**src/fotl_pkg.sv**
```systemverilog
// fotl_pkg: constants, register map and types of the fault and output terminal block
package fotl_pkg;

  // bus geometry
  localparam int          APB_DW            = 32;
  localparam int          APB_AW            = 8;

  // register byte offsets
  localparam logic [7:0]  OFF_TRIP_MODE     = 8'h00;
  localparam logic [7:0]  OFF_FUNC_BASE     = 8'h04;
  localparam logic [7:0]  OFF_GEN_ON_DLY    = 8'h08;
  localparam logic [7:0]  OFF_GEN_OFF_DLY   = 8'h0c;
  localparam logic [7:0]  OFF_TRIP_ON_DLY   = 8'h10;
  localparam logic [7:0]  OFF_TRIP_OFF_DLY  = 8'h14;
  localparam logic [7:0]  OFF_POLARITY      = 8'h18;
  localparam logic [7:0]  OFF_INT_STATUS    = 8'h1c;
  localparam logic [7:0]  OFF_INT_MASK      = 8'h20;
  localparam logic [7:0]  OFF_OUT_STATE     = 8'h24;
  localparam logic [7:0]  OFF_FUNC_EXP      = 8'h28;

  // trip indication mask fields
  localparam int          TM_W              = 3;
  localparam int          TM_LOW_VOLT_BIT   = 0;
  localparam int          TM_OTHER_BIT      = 1;
  localparam int          TM_RESTART_BIT    = 2;
  localparam logic [2:0]  TRIP_MODE_RST     = 3'h2;

  // output channels, polarity bit order starts at bit 0
  localparam int          NUM_BASE          = 3;
  localparam int          NUM_CH            = 6;
  localparam int          CH_FIRST_RELAY         = 0;
  localparam int          CH_OPEN_COLL      = 1;
  localparam int          CH_RELAY2         = 2;
  localparam logic [5:0]  POLARITY_RST      = 6'h00;

  // function selection fields, one byte per channel
  localparam int          FUNC_W            = 6;
  localparam int          FUNC_STRIDE       = 8;
  localparam logic [5:0]  FUNC_TRIP         = 6'd28;
  localparam logic [5:0]  FUNC_FIRST_RELAY_RST   = 6'd29;
  localparam logic [5:0]  FUNC_RELAY2_RST   = 6'd14;
  localparam logic [5:0]  FUNC_OPEN_C_RST   = 6'd1;
  localparam logic [5:0]  FUNC_EXP_RST      = 6'd0;

  // delays in 10 ms steps
  localparam int          DLY_W             = 16;
  localparam logic [15:0] DLY_RST           = 16'h0000;
  localparam int          TICK_MS           = 10;
  localparam int          CLK_MHZ           = 100;
  localparam int          TICK_CYC          = TICK_MS * 1000 * CLK_MHZ;

  // interrupt events
  localparam int          EV_W              = 3;
  localparam int          EV_FAULT_ON       = 0;
  localparam int          EV_FAULT_OFF      = 1;
  localparam int          EV_OUT_CHANGE     = 2;
  localparam logic [2:0]  INT_MASK_RST      = 3'h0;

  typedef struct packed {
    logic restart_fail;
    logic other;
    logic low_voltage;
  } fotl_trip_t;

  typedef enum logic {APB_IDLE, APB_ACK} fotl_apb_st_t;

endpackage

```
**src/fotl_terminal.sv**
```systemverilog
// fotl_terminal: trip indication, delayed output terminals, polarity, APB registers
`timescale 1ns/1ps
module fotl_terminal
#(
  parameter int TICK_CYCLES = fotl_pkg::TICK_CYC
)
(
  input  wire logic                sys_clk,
  input  wire logic                reset,
  input  wire logic [7:0]          paddr,
  input  wire logic                psel,
  input  wire logic                penable,
  input  wire logic                pwrite,
  input  wire logic [31:0]         pwdata,
  output logic      [31:0]         prdata,
  output logic                     pready,
  output logic                     pslverr,
  input  wire fotl_pkg::fotl_trip_t trip_in,
  input  wire logic [5:0]          cond_in,
  input  wire logic                exp_fitted,
  output logic                     first_relay,
  output logic                     open_collector_output,
  output logic                     second_relay,
  output logic      [2:0]          exp_out,
  output logic                     irq
);
  import fotl_pkg::*;

  function automatic logic hit(input logic [7:0] a, input logic [7:0] off);
    return a == off;
  endfunction

  function automatic logic mapped(input logic [7:0] a);
    return hit(a, OFF_TRIP_MODE) || hit(a, OFF_FUNC_BASE) || hit(a, OFF_GEN_ON_DLY) ||
           hit(a, OFF_GEN_OFF_DLY) || hit(a, OFF_TRIP_ON_DLY) || hit(a, OFF_TRIP_OFF_DLY) ||
           hit(a, OFF_POLARITY) || hit(a, OFF_INT_STATUS) || hit(a, OFF_INT_MASK) ||
           hit(a, OFF_OUT_STATE) || hit(a, OFF_FUNC_EXP);
  endfunction

  // two-stage synchronisers for pin inputs
  fotl_trip_t          trip_meta_q;
  fotl_trip_t          trip_s_q;
  logic [NUM_CH-1:0]   cond_meta_q;
  logic [NUM_CH-1:0]   cond_s_q;
  logic                exp_meta_q;
  logic                exp_s_q;

  always_ff @(posedge sys_clk or posedge reset)
  begin
    if (reset)
    begin
      trip_meta_q <= '0;
      trip_s_q    <= '0;
      cond_meta_q <= '0;
      cond_s_q    <= '0;
      exp_meta_q  <= 1'b0;
      exp_s_q     <= 1'b0;
    end
    else
    begin
      trip_meta_q <= trip_in;
      trip_s_q    <= trip_meta_q;
      cond_meta_q <= cond_in;
      cond_s_q    <= cond_meta_q;
      exp_meta_q  <= exp_fitted;
      exp_s_q     <= exp_meta_q;
    end
  end

  // bus and configuration state
  fotl_apb_st_t        st_q, st_d;
  logic                pready_q, pready_d;
  logic                pslverr_q, pslverr_d;
  logic [31:0]         prdata_q, prdata_d;
  logic [TM_W-1:0]     trip_mode_q, trip_mode_d;
  logic [FUNC_W-1:0]   func_q [NUM_CH];
  logic [FUNC_W-1:0]   func_d [NUM_CH];
  logic [DLY_W-1:0]    gon_q, gon_d, goff_q, goff_d, ton_q, ton_d, toff_q, toff_d;
  logic [NUM_CH-1:0]   pol_q, pol_d;
  logic [EV_W-1:0]     sts_q, sts_d, mask_q, mask_d;
  logic                irq_q, irq_d;
  logic [NUM_CH-1:0]   ch_st_q, ch_st_d;
  logic [DLY_W-1:0]    cnt_q [NUM_CH];
  logic [DLY_W-1:0]    cnt_d [NUM_CH];
  logic [NUM_CH-1:0]   pin_q, pin_d;
  logic [31:0]         tick_cnt_q, tick_cnt_d;
  logic                tick_q, tick_d;
  logic                fault_ind, fault_ind_q;
  logic                wr_fire;
  logic [31:0]         rd_value;
  logic [EV_W-1:0]     ev;

  // trip indication from masked trip types
  always_comb
  begin
    fault_ind = 1'b0;
    if (trip_mode_q[TM_LOW_VOLT_BIT] && trip_s_q.low_voltage)
      fault_ind = 1'b1;
    if (trip_mode_q[TM_OTHER_BIT] && trip_s_q.other)
      fault_ind = 1'b1;
    if (trip_mode_q[TM_RESTART_BIT] && trip_s_q.restart_fail)
      fault_ind = 1'b1;
  end

  assign wr_fire = (st_q == APB_ACK) && psel && penable && pwrite && !pslverr_q;

  always_comb
  begin
    rd_value = 32'h0000_0000;
    case (paddr)
      OFF_TRIP_MODE:    rd_value[TM_W-1:0] = trip_mode_q;
      OFF_GEN_ON_DLY:   rd_value[DLY_W-1:0] = gon_q;
      OFF_GEN_OFF_DLY:  rd_value[DLY_W-1:0] = goff_q;
      OFF_TRIP_ON_DLY:  rd_value[DLY_W-1:0] = ton_q;
      OFF_TRIP_OFF_DLY: rd_value[DLY_W-1:0] = toff_q;
      OFF_POLARITY:     rd_value[NUM_CH-1:0] = exp_s_q ? pol_q : {3'h0, pol_q[NUM_BASE-1:0]};
      OFF_INT_STATUS:   rd_value[EV_W-1:0] = sts_q;
      OFF_INT_MASK:     rd_value[EV_W-1:0] = mask_q;
      OFF_OUT_STATE:    rd_value[NUM_CH:0] = {fault_ind_q, ch_st_q};
      default:          rd_value = 32'h0000_0000;
    endcase
    for (int i = 0; i < NUM_BASE; i++)
    begin
      if (hit(paddr, OFF_FUNC_BASE))
        rd_value[i*FUNC_STRIDE +: FUNC_W] = func_q[i];
      if (hit(paddr, OFF_FUNC_EXP))
        rd_value[i*FUNC_STRIDE +: FUNC_W] = func_q[i+NUM_BASE];
    end
  end

  // apb answer one cycle into the access phase
  always_comb
  begin
    st_d      = st_q;
    pready_d  = 1'b0;
    pslverr_d = 1'b0;
    prdata_d  = prdata_q;
    case (st_q)
      APB_IDLE:
        if (psel && penable)
        begin
          st_d      = APB_ACK;
          pready_d  = 1'b1;
          pslverr_d = !mapped(paddr);
          prdata_d  = mapped(paddr) ? rd_value : 32'h0000_0000;
        end
      APB_ACK:
        st_d = APB_IDLE;
      default:
        st_d = APB_IDLE;
    endcase
  end

  // register writes and sticky status
  always_comb
  begin
    trip_mode_d = trip_mode_q;
    gon_d       = gon_q;
    goff_d      = goff_q;
    ton_d       = ton_q;
    toff_d      = toff_q;
    pol_d       = pol_q;
    mask_d      = mask_q;
    func_d      = func_q;
    if (wr_fire && hit(paddr, OFF_TRIP_MODE))
      trip_mode_d = pwdata[TM_W-1:0];
    if (wr_fire && hit(paddr, OFF_GEN_ON_DLY))
      gon_d = pwdata[DLY_W-1:0];
    if (wr_fire && hit(paddr, OFF_GEN_OFF_DLY))
      goff_d = pwdata[DLY_W-1:0];
    if (wr_fire && hit(paddr, OFF_TRIP_ON_DLY))
      ton_d = pwdata[DLY_W-1:0];
    if (wr_fire && hit(paddr, OFF_TRIP_OFF_DLY))
      toff_d = pwdata[DLY_W-1:0];
    if (wr_fire && hit(paddr, OFF_INT_MASK))
      mask_d = pwdata[EV_W-1:0];
    if (wr_fire && hit(paddr, OFF_POLARITY))
    begin
      pol_d[NUM_BASE-1:0] = pwdata[NUM_BASE-1:0];
      // expansion bits exist only when fitted
      if (exp_s_q)
        pol_d[NUM_CH-1:NUM_BASE] = pwdata[NUM_CH-1:NUM_BASE];
    end
    for (int i = 0; i < NUM_BASE; i++)
    begin
      if (wr_fire && hit(paddr, OFF_FUNC_BASE))
        func_d[i] = pwdata[i*FUNC_STRIDE +: FUNC_W];
      if (wr_fire && hit(paddr, OFF_FUNC_EXP))
        func_d[i+NUM_BASE] = pwdata[i*FUNC_STRIDE +: FUNC_W];
    end
    ev[EV_FAULT_ON]   = fault_ind && !fault_ind_q;
    ev[EV_FAULT_OFF]  = !fault_ind && fault_ind_q;
    ev[EV_OUT_CHANGE] = ch_st_d != ch_st_q;
    // a new event wins over a write-one clear
    sts_d = sts_q;
    if (wr_fire && hit(paddr, OFF_INT_STATUS))
      sts_d = sts_q & ~pwdata[EV_W-1:0];
    sts_d = sts_d | ev;
    irq_d = |(sts_d & mask_d);
  end

  always_ff @(posedge sys_clk or posedge reset)
  begin
    if (reset)
    begin
      st_q        <= APB_IDLE;
      pready_q    <= 1'b0;
      pslverr_q   <= 1'b0;
      prdata_q    <= 32'h0000_0000;
      trip_mode_q <= TRIP_MODE_RST;
      gon_q       <= DLY_RST;
      goff_q      <= DLY_RST;
      ton_q       <= DLY_RST;
      toff_q      <= DLY_RST;
      pol_q       <= POLARITY_RST;
      mask_q      <= INT_MASK_RST;
      sts_q       <= '0;
      irq_q       <= 1'b0;
      fault_ind_q <= 1'b0;
      func_q[CH_FIRST_RELAY]    <= FUNC_FIRST_RELAY_RST;
      func_q[CH_OPEN_COLL] <= FUNC_OPEN_C_RST;
      func_q[CH_RELAY2]    <= FUNC_RELAY2_RST;
      for (int i = NUM_BASE; i < NUM_CH; i++)
        func_q[i] <= FUNC_EXP_RST;
    end
    else
    begin
      st_q        <= st_d;
      pready_q    <= pready_d;
      pslverr_q   <= pslverr_d;
      prdata_q    <= prdata_d;
      trip_mode_q <= trip_mode_d;
      gon_q       <= gon_d;
      goff_q      <= goff_d;
      ton_q       <= ton_d;
      toff_q      <= toff_d;
      pol_q       <= pol_d;
      mask_q      <= mask_d;
      sts_q       <= sts_d;
      irq_q       <= irq_d;
      fault_ind_q <= fault_ind;
      func_q      <= func_d;
    end
  end

  // delay tick, per-channel delay counters and pins
  always_comb
  begin
    logic            tgt;
    logic            is_trip;
    logic [DLY_W-1:0] dly;
    tgt     = 1'b0;
    is_trip = 1'b0;
    dly     = '0;
    tick_d     = tick_cnt_q == 32'(TICK_CYCLES - 1);
    tick_cnt_d = tick_d ? 32'h0000_0000 : tick_cnt_q + 32'h0000_0001;
    ch_st_d    = ch_st_q;
    cnt_d      = cnt_q;
    for (int i = 0; i < NUM_CH; i++)
    begin
      // trip function follows the fault indication
      is_trip = func_q[i] == FUNC_TRIP;
      tgt     = is_trip ? fault_ind : cond_s_q[i];
      if (i >= NUM_BASE && !exp_s_q)
        tgt = 1'b0;
      // general delays only for non-trip functions
      if (is_trip)
        dly = tgt ? ton_q : toff_q;
      else
        dly = tgt ? gon_q : goff_q;
      if (tgt == ch_st_q[i])
        cnt_d[i] = '0;
      else if (dly == '0 || (tick_q && cnt_q[i] + 16'h0001 >= dly))
      begin
        ch_st_d[i] = tgt;
        cnt_d[i]   = '0;
      end
      else if (tick_q)
        cnt_d[i] = cnt_q[i] + 16'h0001;
    end
    // polarity per channel, bit 0 first relay
    pin_d = ch_st_d ^ pol_q;
    if (!exp_s_q)
      pin_d[NUM_CH-1:NUM_BASE] = 3'h0;
  end

  always_ff @(posedge sys_clk or posedge reset)
  begin
    if (reset)
    begin
      tick_cnt_q <= 32'h0000_0000;
      tick_q     <= 1'b0;
      ch_st_q    <= '0;
      pin_q      <= '0;
      for (int i = 0; i < NUM_CH; i++)
        cnt_q[i] <= '0;
    end
    else
    begin
      tick_cnt_q <= tick_cnt_d;
      tick_q     <= tick_d;
      ch_st_q    <= ch_st_d;
      pin_q      <= pin_d;
      cnt_q      <= cnt_d;
    end
  end

  assign prdata                = prdata_q;
  assign pready                = pready_q;
  assign pslverr               = pslverr_q;
  assign irq                   = irq_q;
  assign first_relay           = pin_q[CH_FIRST_RELAY];
  assign open_collector_output = pin_q[CH_OPEN_COLL];
  assign second_relay          = pin_q[CH_RELAY2];
  assign exp_out               = pin_q[NUM_CH-1:NUM_BASE];
endmodule

```
**config.mk**
```make
export PLATFORM = sky130hd
export DESIGN_NAME = fotl_terminal
export DESIGN_NICKNAME = d
export VERILOG_FILES = /design/src/fotl_pkg.sv /design/src/fotl_terminal.sv
export SDC_FILE = /design/constraint.sdc
export NUM_CORES = 1
export LEC_CHECK = 0
export CAP_MARGIN = 20
export CORE_MARGIN = 1.5
export CORE_UTILIZATION = 50
export CTS_CLUSTER_DIAMETER = 100
export DETAILED_ROUTE_END_ITERATION = 8
export DONT_BUFFER_PORTS = 1
export GPL_TIMING_DRIVEN = 1
export PLACE_DENSITY = 0.76
export SLEW_MARGIN = 25
export SYNTH_ARGS = -nofsm -noshare
export SYNTH_HDL_FRONTEND = slang
export SYNTH_SLANG_ARGS = --single-unit
```
**constraint.sdc**
```tcl
create_clock -name sys_clk -period 22.9 [get_ports sys_clk]
set_clock_uncertainty 0.1 [all_clocks]
set_input_delay 1.145 -clock sys_clk [delete_from_list [all_inputs] [get_ports sys_clk]]
set_output_delay 1.145 -clock sys_clk [all_outputs]
set_load 0.01 [all_outputs]
```
==> flow_summary.ini <==
[timing]
min_period_ns = 5.24
fmax_mhz = 191
maxSlewHeadroom = 0.306
fin_setup_tns_ns = 0
hold_viol = 0
finalCritPeriodShare = 0.229
setup_ws_ns = 17.66
final_max_slew_viol_count = 0
rsz0062_at_grt = no
tightestPinTransition_ns = 1.03
setup_viol = 0

[placement]
gp_congestion = 0.966
place_ws_ns = 17.75
dp_cells = 2428
hpwl_um = 39200
port_buffers = 0

[detailed_routing]
antenna_violating_nets_post_route = 0
wl_um = 56000
drc = 0
via_per_inst = 6.48
dr_wl_met2_um = 25400
num_vias = 16100
drt-met1-wl_um = 23400
wl_met3_um = 4830
wire_per_inst_um = 22.5
top_layer_used = met4
drtIter0Drc = 1647
drtPass1Iterations = 6

[clocking]
cts_tree = built
cts.sinks = 302
clk_pin_slew_ns = 0.06
clk_latency_ns = 0.53
post_cts_resize_count = 0
numCtsBuffers = 34
h-tree-depth = 2
cts_buffer_depth = 3
root_buffer = clkbuf_16
cts_setup_buffers = 0
ctsHoldBuffers = 0

[grt]
antenna_found_initial = 0
grt_overflow_total = 0
grt_max_degree = 120
grt_pass1_vias = 15700
gr-usage-all-layers = 0.277
grt_first_pass_wirelength_um = 88500

[setup_path]
r2r.worst_path.cells = 13
worstPathCellList = a222oi_1, buf_4, mux2_2, o21ai_0, ha_1, a21o_1, a21o_1, a221o_1, a221oi_1, o22ai_1, a221o_1, nor4_2, o21ai_1
crit_path_start_kind = register
path_depth = 13
reg2reg_slack_ns = 17.66
slowest_stage = buf_4
critPathMaxFanout = 63
cpLargestDelayFamily = compound AO/OA/AOI/OAI gates
crit_path_max_incr_delay_ns = 0.62
endpoint_kind = register
crit_buf_inv = 1
crit_type = reg -> reg
arrival_ns = 5.52
critPathRequiredTime_ns = 23.18

[min_path]
hold_class = reg -> reg
min_path_cells = 0

[yosys]
synth_top_area_frac = 0.376
ys_top_cells_by_count = 293 x dfrtp_1, 139 x mux2_2, 128 x nand2_1, 103 x ha_1, 100 x o21ai_0
synthAdderAreaFrac = 0.0660
synthArstFlopShare = 1.00
ys_seq_elements = 302
ys_top_cells_by_area = dfrtp_1 38%, mux2_2 8.0%, ha_1 6.6%
synth.most_common_cell = dfrtp_1
yosysUniqueCellTypes = 70
yosys_warnings = 0
synth_top_cell_by_area = dfrtp_1
synth_cells = 1996
ys_seq_area_frac = 0.388
avgSynthCellArea_um2 = 9.78
synth_xor_xnor_area_share = 0.0534
synth_mux_area_frac = 0.130
synth-edff-count = 0
synth_compound_area_frac = 0.174
syn_area_um2 = 19500
synth_top_family_by_area = compound AO/OA/AOI/OAI gates
synthFlopType = dfrtp_1
synth-simple-area-share = 0.142

[finish]
layout.cells.non_filler = 2486
syn_to_final_growth_pct = 7.53
final_nets = 2104
final_layout_size_suffix_gt1_frac = 0.128

[pwr]
power_leakage_nw = 10.0
vdd_ir_drop_max_uv = 45.3
powerDensity_nw_per_um2 = 53.6

[floorplanning]
num_rows = 72
dieWidth_um = 201
boundaryPins = 96
start_util = 0.506
core_area_um2 = 38600
dieHeight_um = 201
die_area_um2 = 40200

[flow_run]
drv_cap = 0

[run_status]
status = finished, final reports clean
## report_power, final
part | switching [mW] | total (mW) | internal, mW
clock | 0.222 | 0.544 | 0.322
combinational | 0.0272 | 0.0361 | 0.00892
sequential | 0.00814 | 0.546 | 0.538
## cell usage in the layout (no fill, tap or decap), drive strengths merged, types with 10 or more instances in the layout
master,instances
nor4,20
nand2,129
nor2,95
conb,10
mux2,139
a21o,35
xnor2,59
a211oi,55
dfrtp,293
buf,26
xor2,60
nand2b,22
a21boi,50
nand4,24
nor2b,12
nor3,15
a22o,42
a31oi,52
o21ai,121
a22oi,41
a32o,11
mux2i,97
inv,88
nand3,65
ha,103
and3,90
a21oi,37
clkbuf,50
nand3b,16
## state kept, by name, indices dropped and copies added, names as in the netlist, 3 cells and up
register,flops
cnt_q,96
func_q,36
tick_cnt_q,32
prdata,22
goff_q,16
gon_q,16
toff_q,16
ton_q,16
ch_st_q,6
cond_meta_q,6
cond_s_q,6
pin_q,6
pol_q,6
mask_q,3
sts_q,3
trip_meta_q,3
trip_mode_q,3
trip_s_q,3
## layout make-up
type                            instances  area, um^2
Sequential cell                       302        7570
Multi-Input combinational cell       1493       11100
Timing Repair Buffer                   26         199
Clock inverter                          7        98.8
Clock buffer                           50         991
Inverter                               89         342
Fill cell                            3387       17600
Antenna cell                            1        2.50
Tap cell                              518         648
## final timing paths
check	to	start
setup reg to reg	irq	trip_mode_q[0]
min in group asynchronous	trip_meta_q[0]	reset
setup / recovery	irq	trip_mode_q[0]
max in group asynchronous	exp_s_q	reset
hold / removal	cond_s_q[1]	cond_meta_q[1]
hold reg to reg	cond_s_q[1]	cond_meta_q[1]
## layer usage
layer / GRT usage / vias up
met5: 0 / -
met4: 0.120 / 0
li1: - / 7238
met2: 0.427 / 718
met1: 0.376 / 7994
met3: 0.0599 / 167
## per-stage QoR
step | hold slack, ns | area, um^2 | total power, mW | util
finish | 0.248 | 21000 | 1.13 | 0.544
global route | 0.248 | 21000 | 1.16 | 0.544
CTS | 0.250 | 21000 | 1.13 | 0.544
detailed placement | 0.238 | 19900 | 0.591 | 0.516
global placement | 0.236 | 19900 | 0.590 | 0.516
floorplan | 0.231 | 19600 | 0.581 | -
## kinds of logic after synthesis
family,Yosys count
AO/OA/AOI/OAI,491
XOR/XNOR,119
other,1
AND/OR/NAND/NOR,534
adder cells (fa/ha/maj),103
buffers and inverters,210
multiplexers,236
flip-flops,302
No activity file was read; power rests on OpenSTA's default activity.
